$ cat src/shared/afe_prot_defines.svh
/*
  Offsets, field positions, reset values and timing counts of the
  current-protection configuration block.
  Assumes a 200 MHz clock and a 32-bit AHB-Lite register port.
*/
`ifndef AFE_PROT_DEFINES_SVH
`define AFE_PROT_DEFINES_SVH

// Stored parameter image: printed indexes, byte address is four times the index
`define OC_THR_PARAM_INDEX    6'h10
`define OC_DLY_PARAM_INDEX    6'h11
`define SC_CHG_PARAM_INDEX    6'h14
`define SC_DSG_PARAM_INDEX    6'h15
`define OC_THR_PARAM_ADDR     {`OC_THR_PARAM_INDEX, 2'b00}
`define OC_DLY_PARAM_ADDR     {`OC_DLY_PARAM_INDEX, 2'b00}
`define SC_CHG_PARAM_ADDR     {`SC_CHG_PARAM_INDEX, 2'b00}
`define SC_DSG_PARAM_ADDR     {`SC_DSG_PARAM_INDEX, 2'b00}

// Control, status and front-end image registers
`define STATE_CTRL_ADDR       8'h00
`define STATUS_ADDR           8'h04
`define MASK_ADDR             8'h08
`define LIVE_ADDR             8'h0c
`define FE_OC_THR_ADDR        8'h20
`define FE_OC_DLY_ADDR        8'h24
`define FE_SC_DSG_ADDR        8'h28
`define FE_SC_CHG_ADDR        8'h2c

// Parameter and front-end register reset values
`define OC_THR_PARAM_RESET    8'h0f
`define OC_DLY_PARAM_RESET    8'h0f
`define SC_CHG_PARAM_RESET    8'hf7
`define SC_DSG_PARAM_RESET    8'h0f
`define FE_REG_RESET          8'h00

// Control register fields
`define CTRL_RANGE_BIT        0
`define CTRL_DOUBLE_BIT       1
`define CTRL_RELOAD_BIT       2

// Status and mask fields
`define EVT_OVERCURRENT_DISCHARGE_THRESHOLD_PARAM_BIT        0
`define EVT_SC_DSG_BIT        1
`define EVT_SC_CHG_BIT        2
`define EVT_RELOAD_BIT        3
`define EVT_WIDTH             4

// Combined short-circuit register fields
`define SC_DELAY_MSB          7
`define SC_DELAY_LSB          4
`define SC_THR_MSB            2
`define SC_THR_LSB            0

// Thresholds in mV
`define OC_THR_BASE_MV        50
`define OC_THR_STEP_MV        10
`define OC_THR_BASE_FINE_MV   25
`define OC_THR_STEP_FINE_MV   5
`define SC_THR_BASE_MV        100
`define SC_THR_STEP_MV        50
`define SC_THR_BASE_FINE_MV   50
`define SC_THR_STEP_FINE_MV   25
`define SC_CHG_LAST_COARSE    3'h4

// Time base and delays
`define CLOCK_PERIOD_NS       5
`define TICK_PERIOD_NS        1000
`define TICK_CYCLES           (`TICK_PERIOD_NS / `CLOCK_PERIOD_NS)
`define OC_DELAY_BASE_US      1000
`define OC_DELAY_STEP_US      2000
`define SC_DELAY_STEP_US      61

`endif

$ cat src/shared/afe_prot_pkg.sv
/*
  Types of the current-protection configuration block.
  Assumes afe_prot_defines.svh is on the include path.
*/
`include "afe_prot_defines.svh"

package afe_prot_pkg;

  typedef logic signed [15:0] sense_t;
  typedef logic [15:0]        delay_t;
  typedef logic [7:0]         byte_t;

  typedef enum logic [1:0] {
    ST_POWER_ON = 2'b00,
    ST_COPY     = 2'b01,
    ST_RUN      = 2'b10
  } load_state_e;

  typedef struct packed {
    load_state_e                loadState;
    byte_t                      ocThrParam;
    byte_t                      ocDlyParam;
    byte_t                      scChgParam;
    byte_t                      scDsgParam;
    byte_t                      overcurrentThresholdReg;
    byte_t                      overcurrentDelayReg;
    byte_t                      shortDischargeReg;
    byte_t                      shortChargeReg;
    logic                       senseRangeSelect;
    logic                       shortDelayDouble;
    logic [`EVT_WIDTH-1:0]      status;
    logic [`EVT_WIDTH-1:0]      mask;
    logic [31:0]                readData;
    logic                       writePending;
    byte_t                      writeAddr;
    logic [7:0]                 tickCount;
    logic                       tick;
  } main_state_s;

  typedef struct packed {
    delay_t count;
    logic   tripped;
    logic   trip;
  } timer_state_s;

endpackage : afe_prot_pkg

$ cat src/shared/prot_timer_if.sv
/*
  Link between the configuration block and one fault delay timer.
  Assumes both ends run on the same clock.
*/
`timescale 1ns/100ps

interface prot_timer_if;
  logic                over;
  logic                tick;
  afe_prot_pkg::delay_t limit;
  logic                trip;

  modport owner (output over, output tick, output limit, input trip);
  modport timer (input over, input tick, input limit, output trip);
endinterface : prot_timer_if

$ cat src/design/fault_delay_timer.sv
/*
  Qualifies one protection: trips once the comparison holds for the limit.
  Assumes tick is a one-cycle pulse every microsecond on the same clock.
*/
`timescale 1ns/100ps

module fault_delay_timer (
  // Clock and reset
  input  wire logic   clock,
  input  wire logic   reset_n,
  // Comparison, limit and trip
  prot_timer_if.timer port
);
  import afe_prot_pkg::*;

  timer_state_s s;
  timer_state_s next_s;

  // Count ticks while the excursion lasts; any drop restarts the count
  always_comb begin
    next_s      = s;
    next_s.trip = 1'b0;
    if (!port.over) begin
      next_s.count   = '0;
      next_s.tripped = 1'b0;
    end else if (!s.tripped) begin
      if (s.count >= port.limit) begin
        // One event per excursion, so a held fault does not flood status
        next_s.tripped = 1'b1;
        next_s.trip    = 1'b1;
      end else if (port.tick) begin
        next_s.count = s.count + 16'h0001;
      end
    end
  end

  // State register
  always_ff @(posedge clock or negedge reset_n) begin
    if (!reset_n) begin
      s <= '0;
    end else begin
      s <= next_s;
    end
  end

  assign port.trip = s.trip;

endmodule : fault_delay_timer

$ cat src/design/afe_current_protection_config.sv
/*
  Current-protection configuration: stored parameter image, front-end
  registers loaded from it at power reset or firmware full reset, threshold
  and delay decoding, three fault timers, sticky status and interrupt.
  Assumes a single AHB-Lite master, a 200 MHz clock and a signed sense
  difference in mV produced by logic on the same clock.
*/
// Summary of operation
// - Copy overcurrent threshold parameter, default 0x0F
// - Parameter changes apply only after reset reload
// - Coarse overcurrent threshold: 50 mV plus 10 mV/code
// - Fine overcurrent threshold: 5 mV steps to 100
// - Copy overcurrent delay into low four bits
// - Overcurrent delay: 1 ms plus 2 ms/code
// - Copy short discharge byte, delay and threshold
// - Short discharge delay: 61 us per code
// - Doubling bit doubles both short-circuit delays
// - Coarse short discharge threshold: 100 mV, 50 steps
// - Fine short discharge threshold: 50 mV, 25 steps
// - Copy short charge byte, default 0xF7
// - Short charge delay: 61 us per code
// - Short charge compares charging direction, range scaled
// - Front-end registers zero until loaded
// - Charge thresholds negative; coarse codes 5-7 unused
`timescale 1ns/100ps
`include "afe_prot_defines.svh"

module afe_current_protection_config (
  // Clock and reset
  input  wire logic                  clock,
  input  wire logic                  reset_n,
  // AHB-Lite slave
  input  wire logic                  hsel,
  input  wire logic [31:0]           haddr,
  input  wire logic [1:0]            htrans,
  input  wire logic                  hwrite,
  input  wire logic [2:0]            hsize,
  input  wire logic [31:0]           hwdata,
  input  wire logic                  hready,
  output      logic                  hreadyout,
  output      logic                  hresp,
  output      logic [31:0]           hrdata,
  // Sense difference, positive in discharge
  input  wire afe_prot_pkg::sense_t  senseDifference,
  // Fault events and interrupt
  output      logic [2:0]            faultEvent,
  output      logic                  irq
);
  import afe_prot_pkg::*;

  main_state_s s;
  main_state_s next_s;

  logic                  addrPhase;
  logic                  addrMapped;
  logic [`EVT_WIDTH-1:0] events;
  logic [`EVT_WIDTH-1:0] readClear;
  logic [2:0]            overNow;
  delay_t                limitNow [3];
  logic [2:0]            tripNow;
  delay_t                ocThreshold;
  delay_t                scDsgThreshold;
  delay_t                scChgThreshold;
  logic                  scChgUsable;
  logic [3:0]            scDsgDelayCode;
  logic [3:0]            scChgDelayCode;
  delay_t                scDsgDelay;
  delay_t                scChgDelay;

  // Register read decode; bits without a field read as zero
  function automatic logic [31:0] read_mux(input logic [7:0] addr,
                                           input main_state_s st);
    logic [31:0] value;
    value = 32'h0000_0000;
    case (addr)
      `STATE_CTRL_ADDR: begin
        value[`CTRL_RANGE_BIT]  = st.senseRangeSelect;
        value[`CTRL_DOUBLE_BIT] = st.shortDelayDouble;
      end
      `STATUS_ADDR:       value[`EVT_WIDTH-1:0] = st.status;
      `MASK_ADDR:         value[`EVT_WIDTH-1:0] = st.mask;
      `LIVE_ADDR:         value[1:0] = st.loadState;
      `OC_THR_PARAM_ADDR: value[7:0] = st.ocThrParam;
      `OC_DLY_PARAM_ADDR: value[7:0] = st.ocDlyParam;
      `SC_CHG_PARAM_ADDR: value[7:0] = st.scChgParam;
      `SC_DSG_PARAM_ADDR: value[7:0] = st.scDsgParam;
      `FE_OC_THR_ADDR:    value[7:0] = st.overcurrentThresholdReg;
      `FE_OC_DLY_ADDR:    value[7:0] = st.overcurrentDelayReg;
      `FE_SC_DSG_ADDR:    value[7:0] = st.shortDischargeReg;
      `FE_SC_CHG_ADDR:    value[7:0] = st.shortChargeReg;
      default:            value = 32'h0000_0000;
    endcase
    return value;
  endfunction : read_mux

  // Bus qualifiers; the slave never stalls and never errors
  assign addrPhase  = hsel & htrans[1] & hready;
  assign addrMapped = (haddr[31:8] == 24'h00_0000);
  assign hreadyout  = 1'b1;
  assign hresp      = 1'b0;
  assign hrdata     = s.readData;

  // Threshold decode in mV from the loaded front-end registers
  always_comb begin
    if (s.senseRangeSelect) begin
      // Fine range follows the table lines that start at 25 mV (overcurrent) and 50 mV (short circuit)
      ocThreshold = 16'(`OC_THR_BASE_FINE_MV
                    + `OC_THR_STEP_FINE_MV * s.overcurrentThresholdReg[3:0]);
      scDsgThreshold = 16'(`SC_THR_BASE_FINE_MV
                       + `SC_THR_STEP_FINE_MV
                       * s.shortDischargeReg[`SC_THR_MSB:`SC_THR_LSB]);
      scChgThreshold = 16'(`SC_THR_BASE_FINE_MV
                       + `SC_THR_STEP_FINE_MV
                       * s.shortChargeReg[`SC_THR_MSB:`SC_THR_LSB]);
      scChgUsable = 1'b1;
    end else begin
      ocThreshold = 16'(`OC_THR_BASE_MV
                    + `OC_THR_STEP_MV * s.overcurrentThresholdReg[3:0]);
      scDsgThreshold = 16'(`SC_THR_BASE_MV
                       + `SC_THR_STEP_MV
                       * s.shortDischargeReg[`SC_THR_MSB:`SC_THR_LSB]);
      scChgThreshold = 16'(`SC_THR_BASE_MV
                       + `SC_THR_STEP_MV
                       * s.shortChargeReg[`SC_THR_MSB:`SC_THR_LSB]);
      // Codes past the last coarse entry have no threshold; never trip
      scChgUsable = (s.shortChargeReg[`SC_THR_MSB:`SC_THR_LSB]
                     <= `SC_CHG_LAST_COARSE);
    end
  end

  // Delay decode in microsecond ticks
  always_comb begin
    scDsgDelayCode = s.shortDischargeReg[`SC_DELAY_MSB:`SC_DELAY_LSB];
    scChgDelayCode = s.shortChargeReg[`SC_DELAY_MSB:`SC_DELAY_LSB];
    scDsgDelay = 16'(`SC_DELAY_STEP_US * scDsgDelayCode);
    scChgDelay = 16'(`SC_DELAY_STEP_US * scChgDelayCode);
    if (s.shortDelayDouble) begin
      scDsgDelay = {scDsgDelay[14:0], 1'b0};
      scChgDelay = {scChgDelay[14:0], 1'b0};
    end
    limitNow[0] = 16'(`OC_DELAY_BASE_US
                  + `OC_DELAY_STEP_US * s.overcurrentDelayReg[3:0]);
    limitNow[1] = scDsgDelay;
    limitNow[2] = scChgDelay;
  end

  // Comparisons; timers stay idle until the front end is loaded
  always_comb begin
    overNow    = 3'b000;
    if (s.loadState == ST_RUN) begin
      overNow[0] = (senseDifference > $signed(ocThreshold));
      overNow[1] = (senseDifference > $signed(scDsgThreshold));
      // Charging drives the difference negative
      overNow[2] = scChgUsable
                   & (senseDifference < -$signed(scChgThreshold));
    end
  end

  // One timer per protection
  prot_timer_if timerBus [3] ();

  genvar ch;
  generate
    for (ch = 0; ch < 3; ch++) begin : g_timer
      assign timerBus[ch].over  = overNow[ch];
      assign timerBus[ch].tick  = s.tick;
      assign timerBus[ch].limit = limitNow[ch];
      assign tripNow[ch]        = timerBus[ch].trip;
      fault_delay_timer u_timer (
        .clock   (clock),
        .reset_n (reset_n),
        .port    (timerBus[ch])
      );
    end
  endgenerate

  // Events raised this cycle
  always_comb begin
    events                  = '0;
    events[`EVT_OVERCURRENT_DISCHARGE_THRESHOLD_PARAM_BIT] = tripNow[0];
    events[`EVT_SC_DSG_BIT] = tripNow[1];
    events[`EVT_SC_CHG_BIT] = tripNow[2];
    events[`EVT_RELOAD_BIT] = (s.loadState == ST_COPY);
    readClear = '0;
    if (addrPhase && !hwrite && addrMapped && haddr[7:0] == `STATUS_ADDR) begin
      readClear = '1;
    end
  end

  // Next state of the whole block
  always_comb begin
    next_s = s;

    // Microsecond time base; a first excursion may gain up to one tick
    next_s.tick = 1'b0;
    if (s.tickCount == 8'(`TICK_CYCLES - 1)) begin
      next_s.tickCount = 8'h00;
      next_s.tick      = 1'b1;
    end else begin
      next_s.tickCount = s.tickCount + 8'h01;
    end

    // Address phase: latch writes, fetch read data now for the data phase
    next_s.writePending = addrPhase & hwrite & addrMapped;
    if (addrPhase) begin
      next_s.writeAddr = haddr[7:0];
    end
    if (addrPhase && !hwrite) begin
      next_s.readData = addrMapped ? read_mux(haddr[7:0], s) : 32'h0000_0000;
    end

    // Sticky status; a new event wins over a clearing read
    next_s.status = (s.status & ~readClear) | events;

    // Data phase writes; front-end images are read-only from the bus
    if (s.writePending) begin
      case (s.writeAddr)
        `STATE_CTRL_ADDR: begin
          next_s.senseRangeSelect = hwdata[`CTRL_RANGE_BIT];
          next_s.shortDelayDouble = hwdata[`CTRL_DOUBLE_BIT];
          if (hwdata[`CTRL_RELOAD_BIT]) begin
            next_s.loadState = ST_COPY;
          end
        end
        `MASK_ADDR:         next_s.mask       = hwdata[`EVT_WIDTH-1:0];
        // Stored only; the front end sees it at the next reload
        `OC_THR_PARAM_ADDR: next_s.ocThrParam = hwdata[7:0];
        `OC_DLY_PARAM_ADDR: next_s.ocDlyParam = hwdata[7:0];
        `SC_CHG_PARAM_ADDR: next_s.scChgParam = hwdata[7:0];
        `SC_DSG_PARAM_ADDR: next_s.scDsgParam = hwdata[7:0];
        default: begin
        end
      endcase
    end

    // Load sequence: zero images after power-on, one copy cycle, then run
    case (s.loadState)
      ST_POWER_ON: begin
        next_s.loadState = ST_COPY;
      end
      ST_COPY: begin
        next_s.overcurrentThresholdReg = {4'h0, s.ocThrParam[3:0]};
        next_s.overcurrentDelayReg     = {4'h0, s.ocDlyParam[3:0]};
        next_s.shortDischargeReg       = {s.scDsgParam[7:4], 1'b0,
                                          s.scDsgParam[2:0]};
        next_s.shortChargeReg          = {s.scChgParam[7:4], 1'b0,
                                          s.scChgParam[2:0]};
        if (!(s.writePending && s.writeAddr == `STATE_CTRL_ADDR
              && hwdata[`CTRL_RELOAD_BIT])) begin
          next_s.loadState = ST_RUN;
        end
      end
      ST_RUN: begin
      end
      default: begin
        next_s.loadState = ST_POWER_ON;
      end
    endcase
  end

  // State register; front-end images start at zero
  always_ff @(posedge clock or negedge reset_n) begin
    if (!reset_n) begin
      s                         <= '0;
      s.loadState               <= ST_POWER_ON;
      s.ocThrParam              <= `OC_THR_PARAM_RESET;
      s.ocDlyParam              <= `OC_DLY_PARAM_RESET;
      s.scChgParam              <= `SC_CHG_PARAM_RESET;
      s.scDsgParam              <= `SC_DSG_PARAM_RESET;
      s.overcurrentThresholdReg <= `FE_REG_RESET;
      s.overcurrentDelayReg     <= `FE_REG_RESET;
      s.shortDischargeReg       <= `FE_REG_RESET;
      s.shortChargeReg          <= `FE_REG_RESET;
    end else begin
      s <= next_s;
    end
  end

  // Outputs
  assign faultEvent = tripNow;
  assign irq        = |(s.status & s.mask); // Level, held until status read

endmodule : afe_current_protection_config

$ cat config.mk
export PLATFORM = sky130hd
export DESIGN_NAME = afe_current_protection_config
export DESIGN_NICKNAME = d
export VERILOG_FILES = /design/src/shared/afe_prot_pkg.sv /design/src/shared/prot_timer_if.sv /design/src/design/fault_delay_timer.sv /design/src/design/afe_current_protection_config.sv
export VERILOG_INCLUDE_DIRS = /design/src /design/src/shared
export SDC_FILE = /design/constraint.sdc
export NUM_CORES = 1
export LEC_CHECK = 0
export BUFFER_PORTS_ARGS = -buffer_cell sky130_fd_sc_hd__buf_2
export CAP_MARGIN = 10
export CORE_AREA = 2 2 182 184
export DETAILED_ROUTE_END_ITERATION = 12
export DIE_AREA = 0 0 184 186
export PLACE_DENSITY = 0.6
export SYNTH_ARGS = -nofsm -noshare
export SYNTH_HDL_FRONTEND = slang
export SYNTH_HIERARCHICAL = 1
export SYNTH_SLANG_ARGS = --single-unit
$ cat constraint.sdc
create_clock -name clock -period 6.8 [get_ports clock]
set_clock_uncertainty 0.05 [all_clocks]
set_input_delay 0.34 -clock clock [delete_from_list [all_inputs] [get_ports clock]]
set_output_delay 0.34 -clock clock [all_outputs]
set_load 0.01 [all_outputs]
==> results by stage, run 1 <==
Logic synthesis:
- The portion of the post-synthesis area used by sequential elements is 28.9%.
- The count of state elements after synthesis is 146.
- In the synthesized netlist the dominant register cell turns out to be sky130_fd_sc_hd__dfrtp_1.
- The number of instances in the synthesized netlist is 1410.
- The number of flops mapped to enable cells by yosys is 0.
- The share of synthesized registers carrying an async set or reset is between 90% and 100%.
- The number of synthesis warnings is 6.
- The average instance in the mapped netlist occupies ~9.0 µm².
- The cell area after synthesis is 0.0127 mm².
- The count of distinct cell types in the synthesized netlist is 82.

Timing:
- The final-report max-slew violation count was 0.
- The final setup TNS is 0 ns.
- The timing-limited maximum frequency is 180 MHz.
- In this run the tightest slew margin relative to its limit is 40.6%.
- The count of final setup violators is 0.
- The minimum clock period is 5.55 ns.
- At the pin with the least slew margin, the transition time is 0.891 ns.
- Setup repair after global routing left no endpoint under its margin.
- The final critical-path setup slack is about 1.2 ns.
- The count of endpoints failing hold in the final timing report is 0.
- The final clock period utilization by the worst path is ~82%.

Pwr:
- For this design the static power due to leakage is 6.48 nW.
- The total power divided by cell area is 149 mW/mm².
- Across the VDD grid, the largest voltage drop is 0.164 mV.

Worst hold path:
- The worst hold endpoint is s[17]$_DFF_PN0_.
- Along the worst hold path, the cell count comes to 3.
- The startpoint identified for the worst hold timing path is hwrite.
- The path class of the tightest hold or removal check is input port to flop.

Place:
- The detailed placer's ending HPWL is about 22 mm.
- The count of buffers added on input and output ports is 73.
- OpenSTA, run right after detailed placement, puts the worst setup slack at 1.23 ns.
- At the end of routability-driven placement, the weighted congestion stood at 0.804.

Floorplan:
- During I/O placement, the number of pins put on the boundary was 128.
- The initial utilization of the core area, before any placement, comes to between 30% and 40%.
- The number of rows in the core area is 66.
- The core region is 0.0322 mm².
- Measured along the x axis, the die boundary spans 184 µm.
- The total die area is 0.0342 mm².
- The die span in y is 186 µm.

Worst setup path:
- The worst setup path is launched from a flop.
- Along the worst path, the maximum fanout reaches 12.
- Data on the critical path arrives at its endpoint at slightly below 6 ns.
- The number of cells on the worst reg-to-reg path is 18.
- The worst setup path is of the flop to flop kind.
- The required time at the endpoint of the critical path is 7.11 ns.
- STA classifies the critical path endpoint as a flop.
- In this run the critical register-to-register path is launched from s[77]$_DFFE_PN0P_.
- The reg-to-reg critical path endpoint is g_timer[0].u_timer/s[16]$_DFFE_PN0P_.
- The worst reg-to-reg setup slack is between 1 and 1.5 ns.

Detailed routing:
- The remaining design rule violation count is 0.
- The total vias in the final route is 10000.
- The first TritonRoute pass finished after 5 iterations.
- For this block, the initial DRC count from the detailed router was 535.
- In the final routed layout, each cell accounts on average for 15.0 µm.
- The number of antenna-violating nets in the routed design is 0.
- Summed over all layers, the routed wires come to roughly 28 mm.
- Dividing the detail-routed via count by the number of cells gives about 5.3.

CTS:
- The later pin in the worst-skew pair is clocked with a latency of 0.44 ns.
- The clock net in this run drives a total of 146 sinks.
- In this run, post-CTS repair resized a total of 0 instances.
- The total clock buffers created by CTS is 17.
- The CTS tree is yes.
- Buffers added to address setup during post-CTS repair amount to 0.
- The H-tree was split into 4 levels.
- Clock-pin slew was measured on the worst setup and hold paths at around 0.070 ns.
- After clock tree synthesis, the flow added hold-fix buffers numbering 1.
- The tree is rooted in a sky130_fd_sc_hd__clkbuf_16.
- The worst-case clock buffer depth is 2.

Global route:
- The pin count of the biggest net entering global routing is 85.
- The via count of the first global-routing pass was 9488.
- The initial antenna violation count was 1.
- The first global-routing pass estimated 47.0 mm of wire.
- The leftover overflow at the end of global routing is 0.
- In the global route stage, overall resource usage came out at 17.1%.

Final layout:
- The filler cells instantiated in the layout total 3194.
- The number of nets in the layout is 1740.
- The relative area change from synthesis to final layout is 9.40%.
- The most common cell after layout, fill and taps aside is sky130_fd_sc_hd__ha_1.
- The number of antenna diodes is 0.
- The proportion of layout cells with a drive suffix above 1 is approximately 15%.
- The library cells used most frequently in the layout, excluding fill and tap cells, are sky130_fd_sc_hd__ha_1 (163), sky130_fd_sc_hd__nand2_1 (133), sky130_fd_sc_hd__inv_1 (128).

Status:
- The run finished with clean final reports.

Flow run:
- Max-cap violations in this run came to 0.
[cell families after synthesis]
| family | share of synthesized area (%) |
|---|---|
| and+or+nand+nor | 18.7 |
| AOI/OAI and AO/OA | 13.5 |
| buffers and inverters | 7.35 |
| adders and majority gates | 19.0 |
| DFF | 28.9 |
| muxes | 8.39 |
| xor gates and xnor gates | 3.99 |
| other | 0.0591 |
[critical path, cell delays in order (launching register included)]
cell and delay (ns):
sky130_fd_sc_hd__dfrtp_1 0.49, sky130_fd_sc_hd__fa_1 0.67, sky130_fd_sc_hd__inv_1 0.08, sky130_fd_sc_hd__fa_1 0.50, sky130_fd_sc_hd__inv_1 0.04, sky130_fd_sc_hd__ha_1 0.33, sky130_fd_sc_hd__nor2b_1 0.16, sky130_fd_sc_hd__o31a_1 0.27
sky130_fd_sc_hd__o211a_1 0.23, sky130_fd_sc_hd__a311oi_2 0.35, sky130_fd_sc_hd__xor2_1 0.18, sky130_fd_sc_hd__inv_1 0.05, sky130_fd_sc_hd__ha_1 0.30, sky130_fd_sc_hd__a211oi_1 0.24, sky130_fd_sc_hd__nor2_1 0.12, sky130_fd_sc_hd__nor3_2 0.34
sky130_fd_sc_hd__nand4_1 0.44, sky130_fd_sc_hd__or3_1 0.48, sky130_fd_sc_hd__a21oi_1 0.14
[area by class of cell]
class                   instances  area, µm²  share of cell area, %
clock buffers                  17        425                   3.06
clock inverters                15        160                   1.15
inverters                     129        484                   3.48
multi-input cells            1097       8250                   59.3
flip-flops and latches        146       3680                   26.4
well taps                     408        510                   3.67
repair buffers                 77        404                   2.91
[metal layers]
metal | global-route usage, % | share of wire, % | wire (µm)
met2 | 29.7 | 49 | 13800
met3 | 2.86 | 3.2 | 915
met5 | 0 | 0.056 | 16
met1 | 22.1 | 47 | 13200
met4 | 4.38 | 1.3 | 382
[stage by stage]
step | hold WS, ns | total power, mW | util [%] | instances | instance area [µm²]
2_1_floorplan | -0.00559 | 1.06 | - | 1448 | 12900
3_3_place_gp | 0.398 | 1.13 | 41.3 | 1856 | 13300
3_5_place_dp | 0.404 | 1.14 | 41.3 | 1856 | 13300
4_1_cts | 0.0963 | 2.10 | 43.2 | 1889 | 13900
5_1_grt | 0.119 | 2.17 | 43.2 | 1889 | 13900
6_report | 0.112 | 2.07 | 43.2 | 1889 | 13900
[Yosys cell counts, types with 19 or more instances]
master,n,area (µm²)
sky130_fd_sc_hd__inv_1,128,480
sky130_fd_sc_hd__nand2_1,133,499
sky130_fd_sc_hd__o21ai_0,90,450
sky130_fd_sc_hd__mux2i_1,34,340
sky130_fd_sc_hd__dfstp_2,19,499
sky130_fd_sc_hd__nor2b_1,20,125
sky130_fd_sc_hd__mux2_2,59,664
sky130_fd_sc_hd__dfrtp_1,127,3180
sky130_fd_sc_hd__ha_1,163,2040
sky130_fd_sc_hd__a21oi_1,79,395
sky130_fd_sc_hd__clkbuf_1,21,78.8
sky130_fd_sc_hd__xor2_1,23,201
sky130_fd_sc_hd__fa_1,19,380
sky130_fd_sc_hd__nand2b_1,19,119
sky130_fd_sc_hd__nor2_1,71,267
sky130_fd_sc_hd__nand4_1,29,181
sky130_fd_sc_hd__buf_4,38,285
sky130_fd_sc_hd__nand3_1,35,175
sky130_fd_sc_hd__or3_1,28,175
sky130_fd_sc_hd__xnor2_1,33,289
[registers in the layout (all words and copies together), names as in the netlist]
signal and cells:
g_timer.u_timer/s 51, hrdata 8, s 83, timerBus.tick 1, g_timer.u_timer/port.trip 3
[how the worst max path moves through the flow]
stage | from | endpoint
after global placement | s[77]$_DFFE_PN0P_ | g_timer[0].u_timer/s[16]$_DFFE_PN0P_
after global routing | s[77]$_DFFE_PN0P_ | g_timer[0].u_timer/s[16]$_DFFE_PN0P_
after detailed placement | s[77]$_DFFE_PN0P_ | g_timer[0].u_timer/s[16]$_DFFE_PN0P_
after floorplan | s[77]$_DFFE_PN0P_ | g_timer[0].u_timer/s[9]$_DFFE_PN0P_
final | s[77]$_DFFE_PN0P_ | g_timer[0].u_timer/s[16]$_DFFE_PN0P_
after CTS | s[77]$_DFFE_PN0P_ | g_timer[0].u_timer/s[16]$_DFFE_PN0P_
[power breakdown]
part,switching (mW),internal (mW)
Sequential,0.0198,0.893
Combinational,0.137,0.0682
Clock,0.431,0.524
Power figures use the tool's default switching activity.
==> inputs of run 2 (changes only) <==
- clock period: 6.8 -> 5.6 ns (I/O delays scaled with it)
==> run 2 against run 1 <==
- fmax increased by 3.3%
- cell area increased by 1.1%
- critical path type unchanged
- register-to-register slack got worse by 1.0 ns
- largest cell class unchanged
- hold slack got worse by 0.072 ns
- critical path depth increased by 1
- first-iteration DRC count decreased by 8.0%
- cell count increased by 0.64%
- clock power increased by 30%
- combinational power increased by 23%
- via count about the same
- core utilization increased by 0.45 points
==> results by stage, run 2 (same netlist as run 1, synthesis figures left out) <==
Final layout:
- The relative area change from synthesis to final layout is 10.5%.
- The core occupancy in the finished layout is 43.6% (+0.45 points).
- The fill cell instance count of the final layout is 3188 (-0.19%).
- In the layout the commonest cells are sky130_fd_sc_hd__ha_1 (163), sky130_fd_sc_hd__nand2_1 (133), sky130_fd_sc_hd__inv_1 (128).
- The number of nets in the layout is 1749 (+0.52%).
- The multi-input combinational cell area is 0.00827 mm² (+0.30%).
- The register containing the most flip-flops in the final layout is s.
- The footprint of the flip-flops and latches was 0.00368 mm² (unchanged).
- The most common cell after layout, fill and taps aside is sky130_fd_sc_hd__ha_1.
- The non-filler instance count after layout is 1901 (+0.64%).
- The proportion of layout cells with a drive suffix above 1 is 15.6% (+0.58 points).
- The number of flip-flops in the largest register is 83 (unchanged).

Worst setup path:
- The startpoint identified for the worst register-to-register timing path is s[77]$_DFFE_PN0P_.
- The maximum fanout along the worst path was 4 (-8).
- The cell type of the slowest stage on the worst timing path is sky130_fd_sc_hd__fa_2.
- The cell family with the largest share of critical-path delay is adder cells.
- The number of cells on the worst reg-to-reg path came to 19 (+1).
- The critical path is of the flop to flop type.
- The critical path's largest stage delay is 0.63 ns (-0.04 ns).
- The reg-to-reg critical path endpoint is g_timer[0].u_timer/s[9]$_DFFE_PN0P_.
- Tracing the worst setup path back leads to its startpoint at s[77]$_DFFE_PN0P_.
- The data arrival time of the worst path was 5.68 ns (-0.18 ns).
- The cell repeated most along the worst path is sky130_fd_sc_hd__inv_1.
- The worst reg-to-reg setup slack came to 0.23 ns (-1.02 ns).
- The critical path ends at g_timer[0].u_timer/s[9]$_DFFE_PN0P_.
- The instance count on the critical path is 19 (+1).
- The critical path goes through fa_2, inv_1, fa_1, inv_1, ha_1, nor2b_1, o31a_1, o211a_1, a311oi_4, nor3_1, xnor2_1, inv_1, ha_1, nand4_2, nor3_1, or2_0, or4_4, or4_1, a21oi_1.
- The required time at the endpoint of the critical path is 5.91 ns (-1.20 ns).
- The launching element type of the critical path is a flop.
- The count of buffering cells on the critical path with inverters included came to 3 (unchanged).
- The worst setup path is captured at a flop.

CTS:
- The total clock sinks came to 146 (unchanged).
- The worst-case clock buffer depth is 2 (unchanged).
- The number of H-tree levels came to 4 (unchanged).
- The clock latency on the worst-skew pair is 0.45 ns (about the same).
- The total clock buffers created by CTS is 17 (unchanged).
- CTS placed an instance of sky130_fd_sc_hd__clkbuf_16 at the clock tree root.
- The clock-pin slew reported for the worst setup and hold paths after clock tree synthesis is 0.06 ns (about the same).
- TritonCTS built the clock tree.

Timing:
- The minimum clock period is 5.37 ns (-0.180 ns).
- The timing-limited maximum frequency is 186 MHz (+3.3%).
- The final-report max-slew violation count is 0 (unchanged).
- The count of endpoints failing hold in the final timing report was 0 (unchanged).
- The final clock period utilization by the worst path was 95.9% (+14 points).
- The headroom to the max-slew limit is 41.6% (+1.0 points).
- The final setup TNS is 0 ns (unchanged).
- The slew at the pin closest to its max-slew limit is 0.876 ns (-0.0153 ns).
- The count of final setup violators is 0 (unchanged).

Global route:
- The leftover overflow at the end of global routing is 0 (unchanged).
- The overall global routing resource usage is 17.6% (+0.44 points).
- The first-pass GRT wire length was 48.2 mm (+2.5%).
- The initial antenna violation count came to 6 (+5).
- The pin count of the biggest net entering global routing is 92 (+8.2%).
- The via count of the first global-routing pass is 9894 (+4.3%).

Detailed routing:
- The total vias in the final route is 10000 (+0.050%).
- The detailed-route wire length per cell was 15.2 µm (+0.90%).
- The remaining design rule violation count was 0 (unchanged).
- The ratio of routed vias to standard cells is 5.26 (-0.58%).
- The total wire length is 28.8 mm (+1.5%).
- The iteration count of the initial detailed-routing pass is 5 (unchanged).
- The number of DRC markers in iteration 0 is 492 (-8.0%).
- The number of antenna-violating nets in the routed design is 0 (unchanged).

Floorplan:
- The number of rows in the core area is 66 (unchanged).
- The die span in y is 186 µm (unchanged).
- The total core area was 0.0322 mm² (unchanged).
- The die outline width was 184 µm (unchanged).
- The total die area is 0.0342 mm² (unchanged).
- The number of top-level pins is 128 (unchanged).
- The starting utilization of the core area came to 39.5% (unchanged).

Worst hold path:
- The kind of path behind the tightest hold check is input port to flop.
- The startpoint of the tightest hold check path is hwrite.

Pwr:
- The proportion of power drawn by flip-flops and latches is 42.6% (-1.4 points).
- The net load switching power came to 0.680 mW (+16%).
- The leakage component of the power is 6.54 nW (+0.87%).
- The clock network fraction of total power is 47.7% (+1.6 points).
- The final total power was 2.61 mW (+26%).
- The internal power came to 1.93 mW (+30%).
- The share of power burned in combinational logic is 9.7% (-0.2 points).
- The total power divided by cell area is 185 mW/mm² (+24%).
- The worst supply voltage drop on vdd was 0.189 mV (+15%).
- The fraction of power spent switching nets is 26.1% (-2.3 points).

Place:
- The detailed placer's ending HPWL is 22.2 mm (+0.42%).
- The cell total after placement is 1861 (+0.27%).
- The weighted congestion at the end of routability-driven global placement is 0.822 (+2.2%).
- The count of port buffers added during placement is 73 (unchanged).

Flow run:
- The number of violations of the max-capacitance limit came to 0 (unchanged).

Status:
- The flow ran to the end, and the final reports show no timing, DRC or antenna violations.
run 2: cell count changes in the layout (fill, tap and decap cells not counted), sizes merged:
cell	change
diode	+3
bufinv	+3
inv	-7
clkinvlp	+2
buf	+9
clkbuf	+2
run 2: layout make-up:
| type | count | share of cell area (%) |
|---|---|---|
| tap | 408 | 3.63 |
| multi-input combinational | 1097 | 58.9 |
| antenna | 3 | 0.0534 |
| clock inverter | 13 | 1.42 |
| clock buffer | 19 | 3.08 |
| inverter | 129 | 3.44 |
| timing repair buffer | 86 | 3.36 |
| sequential | 146 | 26.2 |
run 2: worst min-delay path by stage:
stage,end,slack [ns],depth (start not counted)
after floorplan,g_timer[0].u_timer/port.trip$_DFF_PN0_,-0.07,0
after global placement,s[4]$_DFF_PN0_,0.38,1
after detailed placement,s[8]$_DFF_PN0_,0.37,1
after CTS,s[17]$_DFF_PN0_,0.02,3
after global routing,s[17]$_DFF_PN0_,0.06,3
final,s[17]$_DFF_PN0_,0.04,3
run 2: layer usage:
metal | share of wire (%) | track usage, %
met5 | 0.13 | 0
met4 | 1.4 | 5.76
met3 | 3.1 | 2.82
met2 | 49 | 30.6
met1 | 47 | 22.2
run 2: tightest hold or removal path, delay by kind of cell:
kind | cells | cell delay, ns
buf+inv | 2 | 0.16
simple gates | 1 | 0.05
run 2: per-stage QoR:
step / setup slack, ns / hold slack (ns) / cell area [µm²]
floorplan: 0.541 / -0.0656 / 12900
global placement: 0.300 / 0.379 / 13400
detailed placement: 0.207 / 0.371 / 13400
CTS: 0.144 / 0.0184 / 14000
global route: -0.0192 / 0.0644 / 14100
finish: 0.228 / 0.0402 / 14100
run 2: power by group through the flow:
stage | sequential, mW | clock (mW) | combinational [mW]
3_5_place_dp | 1.13 | 0 | 0.257
6_report | 1.11 | 1.24 | 0.253
5_1_grt | 1.11 | 1.32 | 0.288
3_3_place_gp | 1.13 | 0 | 0.251
2_1_floorplan | 1.12 | 0 | 0.169
4_1_cts | 1.11 | 1.28 | 0.259
run 2: timing repair:
item	CTS	global route
gates resized for setup	0	4
hold buffers	1	0
hold endpoints to repair	76	0
buffers inserted	0	4
setup endpoints to repair	0	14
